**src/logic/usart_ctrl_map.svh**
```systemverilog
// Register offsets, reset values and timing counts of the serial transceiver control block
`ifndef USART_CTRL_MAP_SVH
`define USART_CTRL_MAP_SVH

// Register offsets
`define RX_CS_ADDR        8'h18
`define TX_CS_ADDR        8'h98
`define BAUD_ADDR         8'h99
`define TX_DATA_ADDR      8'h19
`define RX_DATA_ADDR      8'h1A
`define DATA_STAT_ADDR    8'h1B

// Reset values
`define TX_CS_RESET       8'h02
`define RX_CS_RESET       8'h00
`define BAUD_RESET        8'h00

// Divider ticks per bit
`define ASYNC_LOW_TICKS   7'h40
`define ASYNC_HIGH_TICKS  7'h10
`define SYNC_TICKS        7'h04
`define SYNC_HALF_TICKS   (`SYNC_TICKS >> 1)

// Bit counts per character
`define EIGHT_DATA_BITS   4'h8
`define NINE_DATA_BITS    4'h9
`define ASYNC_FRAME8      4'hA
`define ASYNC_FRAME9      4'hB

`endif

```
**src/logic/usart_ctrl_pkg.sv**
```systemverilog
// Types shared by the serial transceiver control block
`default_nettype none

package usart_ctrl_pkg;

  typedef enum logic [1:0] {
    TX_IDLE  = 2'h1,
    TX_SHIFT = 2'h2
  } tx_state_type;

  typedef enum logic [3:0] {
    RX_IDLE  = 4'h1,
    RX_START = 4'h2,
    RX_DATA  = 4'h4,
    RX_STOP  = 4'h8
  } rx_state_type;

  typedef struct packed {
    logic [7:0] addr;
    logic [7:0] wdata;
    logic       wr;
    logic       rd;
  } bus_req_type;

  typedef struct packed {
    logic ck_out;
    logic ck_oe;
    logic dt_out;
    logic dt_oe;
  } pin_drive_type;

  // Bit 7 first, matching the register layout
  typedef struct packed {
    logic clock_source_select;
    logic tx_nine_bit_select;
    logic transmit_enable_bit;
    logic sync_mode;
    logic gap;
    logic high_speed_divider_select;
    logic shift_reg_empty;
    logic tx_ninth_bit;
  } tx_cs_type;

  typedef struct packed {
    logic serial_port_enable;
    logic rx_nine_bit_select;
    logic single_receive_enable;
    logic continuous_receive_enable;
    logic gap;
    logic framing_error_flag;
    logic overrun_error_flag;
    logic rx_ninth_bit;
  } rx_cs_type;

  typedef struct packed {
    tx_cs_type     txc;
    rx_cs_type     rxc;
    logic [7:0]    baud_divisor;
    logic [7:0]    baud_count;
    logic [7:0]    tx_buf;
    logic          tx_buf_full;
    tx_state_type  tx_state;
    logic [10:0]   tx_shift;
    logic [3:0]    tx_bits;
    logic [6:0]    tx_phase;
    rx_state_type  rx_state;
    logic [8:0]    rx_shift;
    logic [3:0]    rx_bits;
    logic [6:0]    rx_phase;
    logic [7:0]    rx_hold;
    logic          rx_full;
    logic          ck_level;
    logic [6:0]    ck_phase;
    logic          dt_meta;
    logic          dt_sync;
    logic          ck_meta;
    logic          ck_sync;
    logic          ck_prev;
    logic [7:0]    rdata;
    pin_drive_type pins;
  } state_type;

endpackage

`default_nettype wire

```
**src/logic/usart_ctrl.sv**
```systemverilog
// Serial transceiver control, status and baud divider with its bit engines
//
// Decided for this implementation: the plain strobed port.
`include "usart_ctrl_map.svh"
`default_nettype none

// Notes on behaviour
// - Sync: clock source 1 master, 0 slave.
// - Transmit width bit picks nine or eight.
// - Transmit enable; sync receive enables take precedence.
// - Mode bit: sync half duplex or async.
// - High speed divider only in async mode.
// - Shift register empty status, resets to one.
// - Ninth transmitted bit from control bit.
// - Pins serve port only with directions set.
// - Receive width bit picks nine or eight.
// - Single receive in master, cleared when done.
// - Framing flag updated with each delivered character.
// - Overrun flag set; cleared by clearing continuous.
// - Ninth received bit held in status.
// - Dedicated free-running eight bit divider timer.
// - Rates: 64, 16 or 4 times divisor+1.
// - Divisor spans zero through 255.
// - Slave bit timing follows external clock.
// - Divisor write restarts the timer at once.
// - Bit 3 of both status registers reads zero.
// - Async, sync master, sync slave modes.
module usart_ctrl (
  input  wire logic                          clock,
  input  wire logic                          rst_n,
  input  wire usart_ctrl_pkg::bus_req_type   bus,
  input  wire logic [1:0]                    port_direction_bits,
  input  wire logic                          dt_pin_in,
  input  wire logic                          ck_pin_in,
  output var  logic [7:0]                    rdata,
  output var  usart_ctrl_pkg::pin_drive_type pins
);

  usart_ctrl_pkg::state_type st;
  usart_ctrl_pkg::state_type n;
  logic                      baud_tick;
  logic                      port_active;
  logic                      master;
  logic                      sync;
  logic                      nine_tx;
  logic                      nine_rx;
  logic                      rx_req;
  logic                      rx_on;
  logic                      tx_on;
  logic                      rise;
  logic                      fall;
  logic                      done;
  logic                      done_framing_error_flag;
  logic [6:0]                bit_len;
  logic [8:0]                shifted;

  always_comb begin
    n = st;
    n.rdata = 8'h00;
    done = 1'b0;
    done_framing_error_flag = 1'b0;
    shifted = st.rx_shift;
    rise = 1'b0;
    fall = 1'b0;
    n.dt_meta = dt_pin_in;
    n.dt_sync = st.dt_meta;
    n.ck_meta = ck_pin_in;
    n.ck_sync = st.ck_meta;
    n.ck_prev = st.ck_sync;

    // Divider ticks once every divisor+1 cycles, any divisor value
    baud_tick = (st.baud_count == 8'h00);
    n.baud_count = baud_tick ? st.baud_divisor : st.baud_count - 8'h01;

    port_active = st.rxc.serial_port_enable && (port_direction_bits == 2'h3);
    sync = st.txc.sync_mode;
    master = sync && st.txc.clock_source_select;
    nine_tx = st.txc.tx_nine_bit_select;
    nine_rx = st.rxc.rx_nine_bit_select;
    if (sync) begin
      rx_req = st.rxc.continuous_receive_enable ||
               (master && st.rxc.single_receive_enable);
    end else begin
      rx_req = st.rxc.continuous_receive_enable;
    end
    rx_req = rx_req && port_active;
    // Reception halts while an overrun is pending
    rx_on = rx_req && !st.rxc.overrun_error_flag;
    tx_on = port_active && st.txc.transmit_enable_bit && !(sync && rx_req);
    bit_len = st.txc.high_speed_divider_select ? `ASYNC_HIGH_TICKS : `ASYNC_LOW_TICKS;

    // Sync bit clock: internal in master, pin edges in slave
    if (master) begin
      if (st.tx_state == usart_ctrl_pkg::TX_SHIFT || st.rx_state == usart_ctrl_pkg::RX_DATA) begin
        if (baud_tick) begin
          if (st.ck_phase == 7'h00) begin
            n.ck_phase = `SYNC_HALF_TICKS - 7'h01;
            n.ck_level = !st.ck_level;
            rise = !st.ck_level;
            fall = st.ck_level;
          end else begin
            n.ck_phase = st.ck_phase - 7'h01;
          end
        end
      end else begin
        n.ck_level = 1'b0;
        n.ck_phase = `SYNC_HALF_TICKS - 7'h01;
      end
    end else begin
      rise = st.ck_sync && !st.ck_prev;
      fall = !st.ck_sync && st.ck_prev;
      n.ck_level = 1'b0;
    end

    case (st.tx_state)
      usart_ctrl_pkg::TX_IDLE: begin
        if (tx_on && st.tx_buf_full) begin
          n.tx_buf_full = 1'b0;
          n.tx_state = usart_ctrl_pkg::TX_SHIFT;
          n.tx_phase = bit_len - 7'h01;
          if (sync) begin
            n.tx_shift = {2'h3, st.txc.tx_ninth_bit, st.tx_buf};
            n.tx_bits = nine_tx ? `NINE_DATA_BITS : `EIGHT_DATA_BITS;
          end else begin
            // Stop, ninth or stop-filler, data, start
            n.tx_shift = {1'b1, nine_tx ? st.txc.tx_ninth_bit : 1'b1, st.tx_buf, 1'b0};
            n.tx_bits = nine_tx ? `ASYNC_FRAME9 : `ASYNC_FRAME8;
          end
        end
      end
      usart_ctrl_pkg::TX_SHIFT: begin
        if (!tx_on) begin
          n.tx_state = usart_ctrl_pkg::TX_IDLE;
        end else if (sync ? fall : (baud_tick && st.tx_phase == 7'h00)) begin
          n.tx_phase = bit_len - 7'h01;
          n.tx_shift = {1'b1, st.tx_shift[10:1]};
          n.tx_bits = st.tx_bits - 4'h1;
          if (st.tx_bits == 4'h1) begin
            n.tx_state = usart_ctrl_pkg::TX_IDLE;
          end
        end else if (!sync && baud_tick) begin
          n.tx_phase = st.tx_phase - 7'h01;
        end
      end
      default: begin
        n.tx_state = usart_ctrl_pkg::TX_IDLE;
      end
    endcase

    case (st.rx_state)
      usart_ctrl_pkg::RX_IDLE: begin
        if (rx_on && sync) begin
          n.rx_state = usart_ctrl_pkg::RX_DATA;
          n.rx_bits = nine_rx ? `NINE_DATA_BITS : `EIGHT_DATA_BITS;
        end else if (rx_on && !st.dt_sync) begin
          n.rx_state = usart_ctrl_pkg::RX_START;
          n.rx_phase = (bit_len >> 1) - 7'h01;
        end
      end
      usart_ctrl_pkg::RX_START: begin
        if (!rx_on) begin
          n.rx_state = usart_ctrl_pkg::RX_IDLE;
        end else if (baud_tick) begin
          if (st.rx_phase != 7'h00) begin
            n.rx_phase = st.rx_phase - 7'h01;
          end else if (st.dt_sync) begin
            // Glitch, not a start bit
            n.rx_state = usart_ctrl_pkg::RX_IDLE;
          end else begin
            n.rx_state = usart_ctrl_pkg::RX_DATA;
            n.rx_phase = bit_len - 7'h01;
            n.rx_bits = nine_rx ? `NINE_DATA_BITS : `EIGHT_DATA_BITS;
          end
        end
      end
      usart_ctrl_pkg::RX_DATA: begin
        if (!rx_on) begin
          n.rx_state = usart_ctrl_pkg::RX_IDLE;
        end else if (sync ? rise : (baud_tick && st.rx_phase == 7'h00)) begin
          shifted = {st.dt_sync, st.rx_shift[8:1]};
          n.rx_shift = shifted;
          n.rx_bits = st.rx_bits - 4'h1;
          n.rx_phase = bit_len - 7'h01;
          if (st.rx_bits == 4'h1) begin
            if (sync) begin
              done = 1'b1;
              n.rx_state = usart_ctrl_pkg::RX_IDLE;
            end else begin
              n.rx_state = usart_ctrl_pkg::RX_STOP;
            end
          end
        end else if (!sync && baud_tick) begin
          n.rx_phase = st.rx_phase - 7'h01;
        end
      end
      usart_ctrl_pkg::RX_STOP: begin
        if (!rx_on) begin
          n.rx_state = usart_ctrl_pkg::RX_IDLE;
        end else if (baud_tick) begin
          if (st.rx_phase == 7'h00) begin
            done = 1'b1;
            done_framing_error_flag = !st.dt_sync;
            n.rx_state = usart_ctrl_pkg::RX_IDLE;
          end else begin
            n.rx_phase = st.rx_phase - 7'h01;
          end
        end
      end
      default: begin
        n.rx_state = usart_ctrl_pkg::RX_IDLE;
      end
    endcase

    if (bus.wr) begin
      case (bus.addr)
        `TX_CS_ADDR: begin
          n.txc = {bus.wdata[7:4], 1'b0, bus.wdata[2], st.txc.shift_reg_empty, bus.wdata[0]};
        end
        `RX_CS_ADDR: begin
          n.rxc = {bus.wdata[7:4], 1'b0, st.rxc[2:0]};
          if (!bus.wdata[4]) begin
            n.rxc.overrun_error_flag = 1'b0;
          end
        end
        `BAUD_ADDR: begin
          n.baud_divisor = bus.wdata;
          n.baud_count = bus.wdata;
        end
        `TX_DATA_ADDR: begin
          n.tx_buf = bus.wdata;
          n.tx_buf_full = 1'b1;
        end
        default: begin
        end
      endcase
    end

    if (bus.rd) begin
      case (bus.addr)
        `TX_CS_ADDR:     n.rdata = st.txc;
        `RX_CS_ADDR:     n.rdata = st.rxc;
        `BAUD_ADDR:      n.rdata = st.baud_divisor;
        `DATA_STAT_ADDR: n.rdata = {6'h00, !st.tx_buf_full, st.rx_full};
        `RX_DATA_ADDR: begin
          n.rdata = st.rx_hold;
          n.rx_full = 1'b0;
        end
        default: begin
        end
      endcase
    end

    // Delivery after the bus so a new event beats a same-cycle clear
    if (done) begin
      if (n.rx_full) begin
        n.rxc.overrun_error_flag = 1'b1;
      end else begin
        n.rx_hold = nine_rx ? shifted[7:0] : shifted[8:1];
        n.rxc.rx_ninth_bit = nine_rx & shifted[8];
        n.rxc.framing_error_flag = done_framing_error_flag;
        n.rx_full = 1'b1;
      end
      if (master && !st.rxc.continuous_receive_enable) begin
        n.rxc.single_receive_enable = 1'b0;
      end
    end

    n.txc.shift_reg_empty = (n.tx_state == usart_ctrl_pkg::TX_IDLE);

    // Async: clock pin carries transmit line, data pin is receive input
    n.pins.ck_oe = port_active && (!n.txc.sync_mode || n.txc.clock_source_select);
    n.pins.ck_out = n.txc.sync_mode ? n.ck_level :
                    (n.tx_state == usart_ctrl_pkg::TX_IDLE || n.tx_shift[0]);
    n.pins.dt_oe = port_active && n.txc.sync_mode && (n.tx_state == usart_ctrl_pkg::TX_SHIFT);
    n.pins.dt_out = n.tx_shift[0];

    if (!rst_n) begin
      n = '0;
      n.txc = `TX_CS_RESET;
      n.rxc = `RX_CS_RESET;
      n.baud_divisor = `BAUD_RESET;
      n.tx_state = usart_ctrl_pkg::TX_IDLE;
      n.rx_state = usart_ctrl_pkg::RX_IDLE;
    end
  end

  always_ff @(posedge clock) begin
    st <= n;
  end

  assign rdata = st.rdata;
  assign pins = st.pins;

  a_shift_empty_read : assert property (
    @(posedge clock) disable iff (!rst_n)
    bus.rd && bus.addr == `TX_CS_ADDR && st.tx_state == usart_ctrl_pkg::TX_IDLE |=> rdata[1])
    else $error("Idle transmitter reads back as full");

  a_gap_bits_zero : assert property (
    @(posedge clock) disable iff (!rst_n)
    bus.rd && (bus.addr == `TX_CS_ADDR || bus.addr == `RX_CS_ADDR) |=> rdata[3] == 1'b0)
    else $error("Unimplemented status bit reads as one");

  a_divisor_restart : assert property (
    @(posedge clock) disable iff (!rst_n)
    bus.wr && bus.addr == `BAUD_ADDR |=> st.baud_count == $past(bus.wdata))
    else $error("Divisor write did not restart the timer");

  a_baud_countdown : assert property (
    @(posedge clock) disable iff (!rst_n)
    st.baud_count != 8'h00 && !(bus.wr && bus.addr == `BAUD_ADDR)
    |=> st.baud_count == $past(st.baud_count) - 8'h01)
    else $error("Divider timer did not count down");

  a_baud_wrap : assert property (
    @(posedge clock) disable iff (!rst_n)
    st.baud_count == 8'h00 && !(bus.wr && bus.addr == `BAUD_ADDR)
    |=> st.baud_count == $past(st.baud_divisor))
    else $error("Divider timer did not reload from divisor");

  a_pins_released : assert property (
    @(posedge clock) disable iff (!rst_n)
    !port_active |=> !pins.ck_oe && !pins.dt_oe)
    else $error("Pin driven while serial port disabled");

  a_rx_precedence : assert property (
    @(posedge clock) disable iff (!rst_n)
    sync && rx_req |=> st.tx_state == usart_ctrl_pkg::TX_IDLE)
    else $error("Sync transmit started during receive");

  a_single_cleared : assert property (
    @(posedge clock) disable iff (!rst_n)
    done && master && !st.rxc.continuous_receive_enable
    |=> !st.rxc.single_receive_enable)
    else $error("Single receive left set after reception");

  a_start_bit_low : assert property (
    @(posedge clock) disable iff (!rst_n)
    $rose(st.tx_state == usart_ctrl_pkg::TX_SHIFT) && !st.txc.sync_mode |-> pins.ck_out == 1'b0)
    else $error("Async frame did not open with a low start bit");

  a_overrun_set : assert property (
    @(posedge clock) disable iff (!rst_n)
    done && st.rx_full && !(bus.rd && bus.addr == `RX_DATA_ADDR) |=> st.rxc.overrun_error_flag)
    else $error("Overrun not flagged");

endmodule

`default_nettype wire

```
**config.mk**
```make
export PLATFORM = sky130hd
export DESIGN_NAME = usart_ctrl
export DESIGN_NICKNAME = d
export VERILOG_FILES = /design/src/logic/usart_ctrl_pkg.sv /design/src/logic/usart_ctrl.sv
export VERILOG_INCLUDE_DIRS = /design/src /design/src/logic
export SDC_FILE = /design/constraint.sdc
export NUM_CORES = 1
export LEC_CHECK = 0
export ABC_AREA = 1
export CELL_PAD_IN_SITES_DETAIL_PLACEMENT = 1
export CELL_PAD_IN_SITES_GLOBAL_PLACEMENT = 1
export CORE_MARGIN = 10
export CORE_UTILIZATION = 45
export CTS_CLUSTER_SIZE = 12
export DETAILED_ROUTE_END_ITERATION = 8
export DONT_BUFFER_PORTS = 1
export PLACE_DENSITY = 0.8
export SLEW_MARGIN = 20
export SYNTH_ARGS = -nofsm -noshare
export SYNTH_HDL_FRONTEND = slang
export SYNTH_SLANG_ARGS = --single-unit
```
**constraint.sdc**
```tcl
create_clock -name clock -period 3.2 [get_ports clock]
set_input_delay 0.32 -clock clock [delete_from_list [all_inputs] [get_ports clock]]
set_output_delay 0.32 -clock clock [all_outputs]
set_load 0.03 [all_outputs]
```
==> flow_metrics.env <==
export IMPL_status="finished clean"
export IMPL_vias=6182
export IMPL_synth_cells=951
export IMPL_synth_edf_count=0
export IMPL_fin_setup_tns_ps=0
export IMPL_drv_slew=0
export IMPL_finalWorstSetupSlack_ps=624
export IMPL_synthesis_area_sq_mm=0.00663
export IMPL_multiInputGateArea_sq_mm=0.00348
export IMPL_crit_path_max_fanout=14
export IMPL_rsz0062_at_grt="false"
export IMPL_seq_area_frac_synth_pct=36.2
export IMPL_start_kind="flop"
export IMPL_synthFlopType="dfxtp_1"
export IMPL_instances_no_fill=1136
export IMPL_grt_first_pass_wirelength_microns=33300
export IMPL_crit_path_cell_trace="inv_1, ha_1, nand4_1, inv_1, ha_1, inv_1, nor2_1, nand3_2, nand2_2, nand2_4, nand2_4, nand2_2, nand2_1, nand2_1, nand2_1, nand3_1, nand2_1, inv_1"
export IMPL_antenna_diode_count=0
export IMPL_drt_pass1_iter_count=5
export IMPL_fillers=1880
export IMPL_preCtsSetupSlack_ps=687
export IMPL_report_final_hold_viol_count=0
export IMPL_timing_final_crit_share_pct=80.5
export IMPL_ioPinCount=36
export IMPL_drtIter0Drc=423
export IMPL_coreArea_sq_mm=0.0145
export IMPL_htree_levels=4
export IMPL_clkTransAtPathRegs_ps=60
export IMPL_drt_total_wl_microns=20300
export IMPL_arrival_ps=2900
export IMPL_layout_nets=978
export IMPL_numCtsBuffers=17
export IMPL_clk_path_buf_depth=2
export IMPL_grt_usage_pct=20.5
export IMPL_grt_pass1_vias=6348
export IMPL_gr_total_overflow=0
export IMPL_crit_required_ps=3520
export IMPL_power_density_mw_per_mm2=694
export IMPL_slowest_delay_ps=320
export IMPL_cts_sinks=120
export IMPL_num_rows=44
export IMPL_synth_top_area_cell="dfxtp_1"
export IMPL_syn_nets=990
export IMPL_clock_skew_ps=9.04
export IMPL_final_cell_area_sq_mm=0.00733
export IMPL_setup_viol=0
export IMPL_synth_warnings=0
export IMPL_die_w_microns=141
export IMPL_final_layout_size_suffix_gt1_share_pct=10.7
export IMPL_hpwlAfterDp_microns=14400
export IMPL_final_core_util_pct=50.6
export IMPL_ir_drop_mv=0.440
export IMPL_r2r_start="st[17]$_SDFFE_PN0P_"
export IMPL_p_leak_nw=3.14
export IMPL_min_from="rst_n"
export IMPL_place_area_sq_mm=0.00664
export IMPL_crit_start="st[17]$_SDFFE_PN0P_"
export IMPL_max_freq_mhz=388
export IMPL_synth_area_per_cell_sq_um=6.97
export IMPL_syn_to_final_growth_pct=10.5
export IMPL_yosys_top_cells_area="dfxtp_1, nand2_1, a21oi_1"
export IMPL_placement_io_buffers=0
export IMPL_synthArstFlopShare_pct=0
export IMPL_path_class="reg2reg"
export IMPL_ys_types=51
export IMPL_root_buffer="clkbuf_16"
export IMPL_setup_worst_path_end_class="flop"
export IMPL_antenna_found_initial=1
export IMPL_worstMarginPinSlew_ps=938
export IMPL_yosysTopAreaCellShare_pct=36.2
export IMPL_relSlewSlack_pct=37.4
export IMPL_worst_path_buf_inv=4
export IMPL_ant_nets=0
export IMPL_die_h_microns=141
export IMPL_post_drt_wl_per_cell_microns=17.9
export IMPL_slowest_stage="dfxtp_1"
export IMPL_cts_tree="done"
export IMPL_crit_family="simple AND/OR/NAND/NOR gates"
export IMPL_dp_cells=1100
export IMPL_drc=0
export IMPL_die_area_sq_mm=0.0200
export IMPL_grt_max_degree=49
export IMPL_vias_per_cell=5.44
export IMPL_clock_latency_ps=430
export IMPL_regArea_sq_mm=0.00240
export IMPL_min_period_ps=2580
export IMPL_cap_violations=0
export IMPL_worst_hold_slack_ps=0.423
export IMPL_start_util_pct=45.8
export IMPL_globalplace_congestion=0.876
export IMPL_p_total_mw=5.09
export IMPL_min_path_type="in2reg"
export IMPL_ys_seq_elements=120
## sequential cells by signal, indices dropped and copies added, names as in the netlist
name     cells
rdata        8
nine_tx      1
st         106
sync         1
nine_rx      1
pins         3
## power by group
group	total [mW]	internal, mW	switching, mW
sequential	1.68	1.60	0.0804
clock	2.14	1.42	0.725
combinational	1.27	0.418	0.849
total	5.09	3.43	1.65
## worst reg2reg max path, delay by kind of cell, from the launching register on
kind	cells	cell delay, ps
adder cells (fa/ha/maj)	2	330
flip-flops	1	320
AND/OR/NAND/NOR	12	1460
buffers and inverters	4	350
## logic make-up after synthesis
kind of cell | share of synthesized area [%]
and+or+nand+nor | 30.6
AOI/OAI and AO/OA | 17.2
buffers and inverters | 11.3
DFF | 36.2
adders and majority gates | 2.83
xor gates and xnor gates | 1.85
## cell usage in the layout (no fill, tap or decap), types with 10 or more instances in the layout
cell	n
a21oi_1	102
nor2_2	12
xor2_1	10
nand3_1	56
o21ai_0	56
nand2_1	234
clkbuf_16	17
ha_1	15
nand2_2	11
inv_1	119
nor2_1	70
dfxtp_1	120
## timing repair
action,CTS,global route
hold buffers,4,0
resized for setup,0,0
hold endpoints to repair,4,0
setup buffers,0,0
setup endpoints to repair,0,0
## worst paths after layout
path                                             to  depth (start not counted)  slack [ps]
worst max-delay path            st[33]$_SDFFE_PN0P_                         18         620
worst min register to register    st[15]$_SDFF_PN0_                          2         420
worst min-delay path              st[15]$_SDFF_PN0_                          2         0.4
worst max register to register  st[33]$_SDFFE_PN0P_                         18         620
## cell usage after synthesis, types with 2 or more instances
cell	number
nand2_1	234
buf_2	4
o21ai_0	56
nand2_4	7
inv_2	3
o21bai_1	2
nor4_1	2
a211oi_1	2
nor2_1	70
nand3_2	9
a21oi_1	102
a21oi_4	2
clkbuf_1	15
dfxtp_1	120
nand2_2	11
o21ai_4	3
nand4_1	9
o221ai_1	2
o21ai_1	6
nor2_4	5
xnor2_1	4
o211ai_1	5
inv_1	120
a41oi_1	2
buf_4	14
nand3_1	56
nor2_2	12
nand3_4	3
a31oi_1	3
ha_1	15
buf_6	6
nor3_1	9
o22ai_1	8
nor3_2	2
xor2_1	10
a221oi_1	3
## cell type report
cell class,count,area share (%)
Multi-Input combinational cell,665,47.5
Sequential cell,120,32.8
Timing Repair Buffer,10,1.16
Clock buffer,20,6.23
Tap cell,184,3.14
Clock inverter,12,2.70
Inverter,125,6.49
## per-layer routing
layer | GRT usage [%] | vias to the layer above | wire [microns]
met5 | 0 | - | 21
met4 | 8.18 | 2 | 594
met3 | 5.21 | 40 | 1070
met2 | 32.6 | 125 | 9370
met1 | 25.8 | 2975 | 9250
li1 | - | 3040 | -
Note: power is estimated with default switching activity, not from simulation.
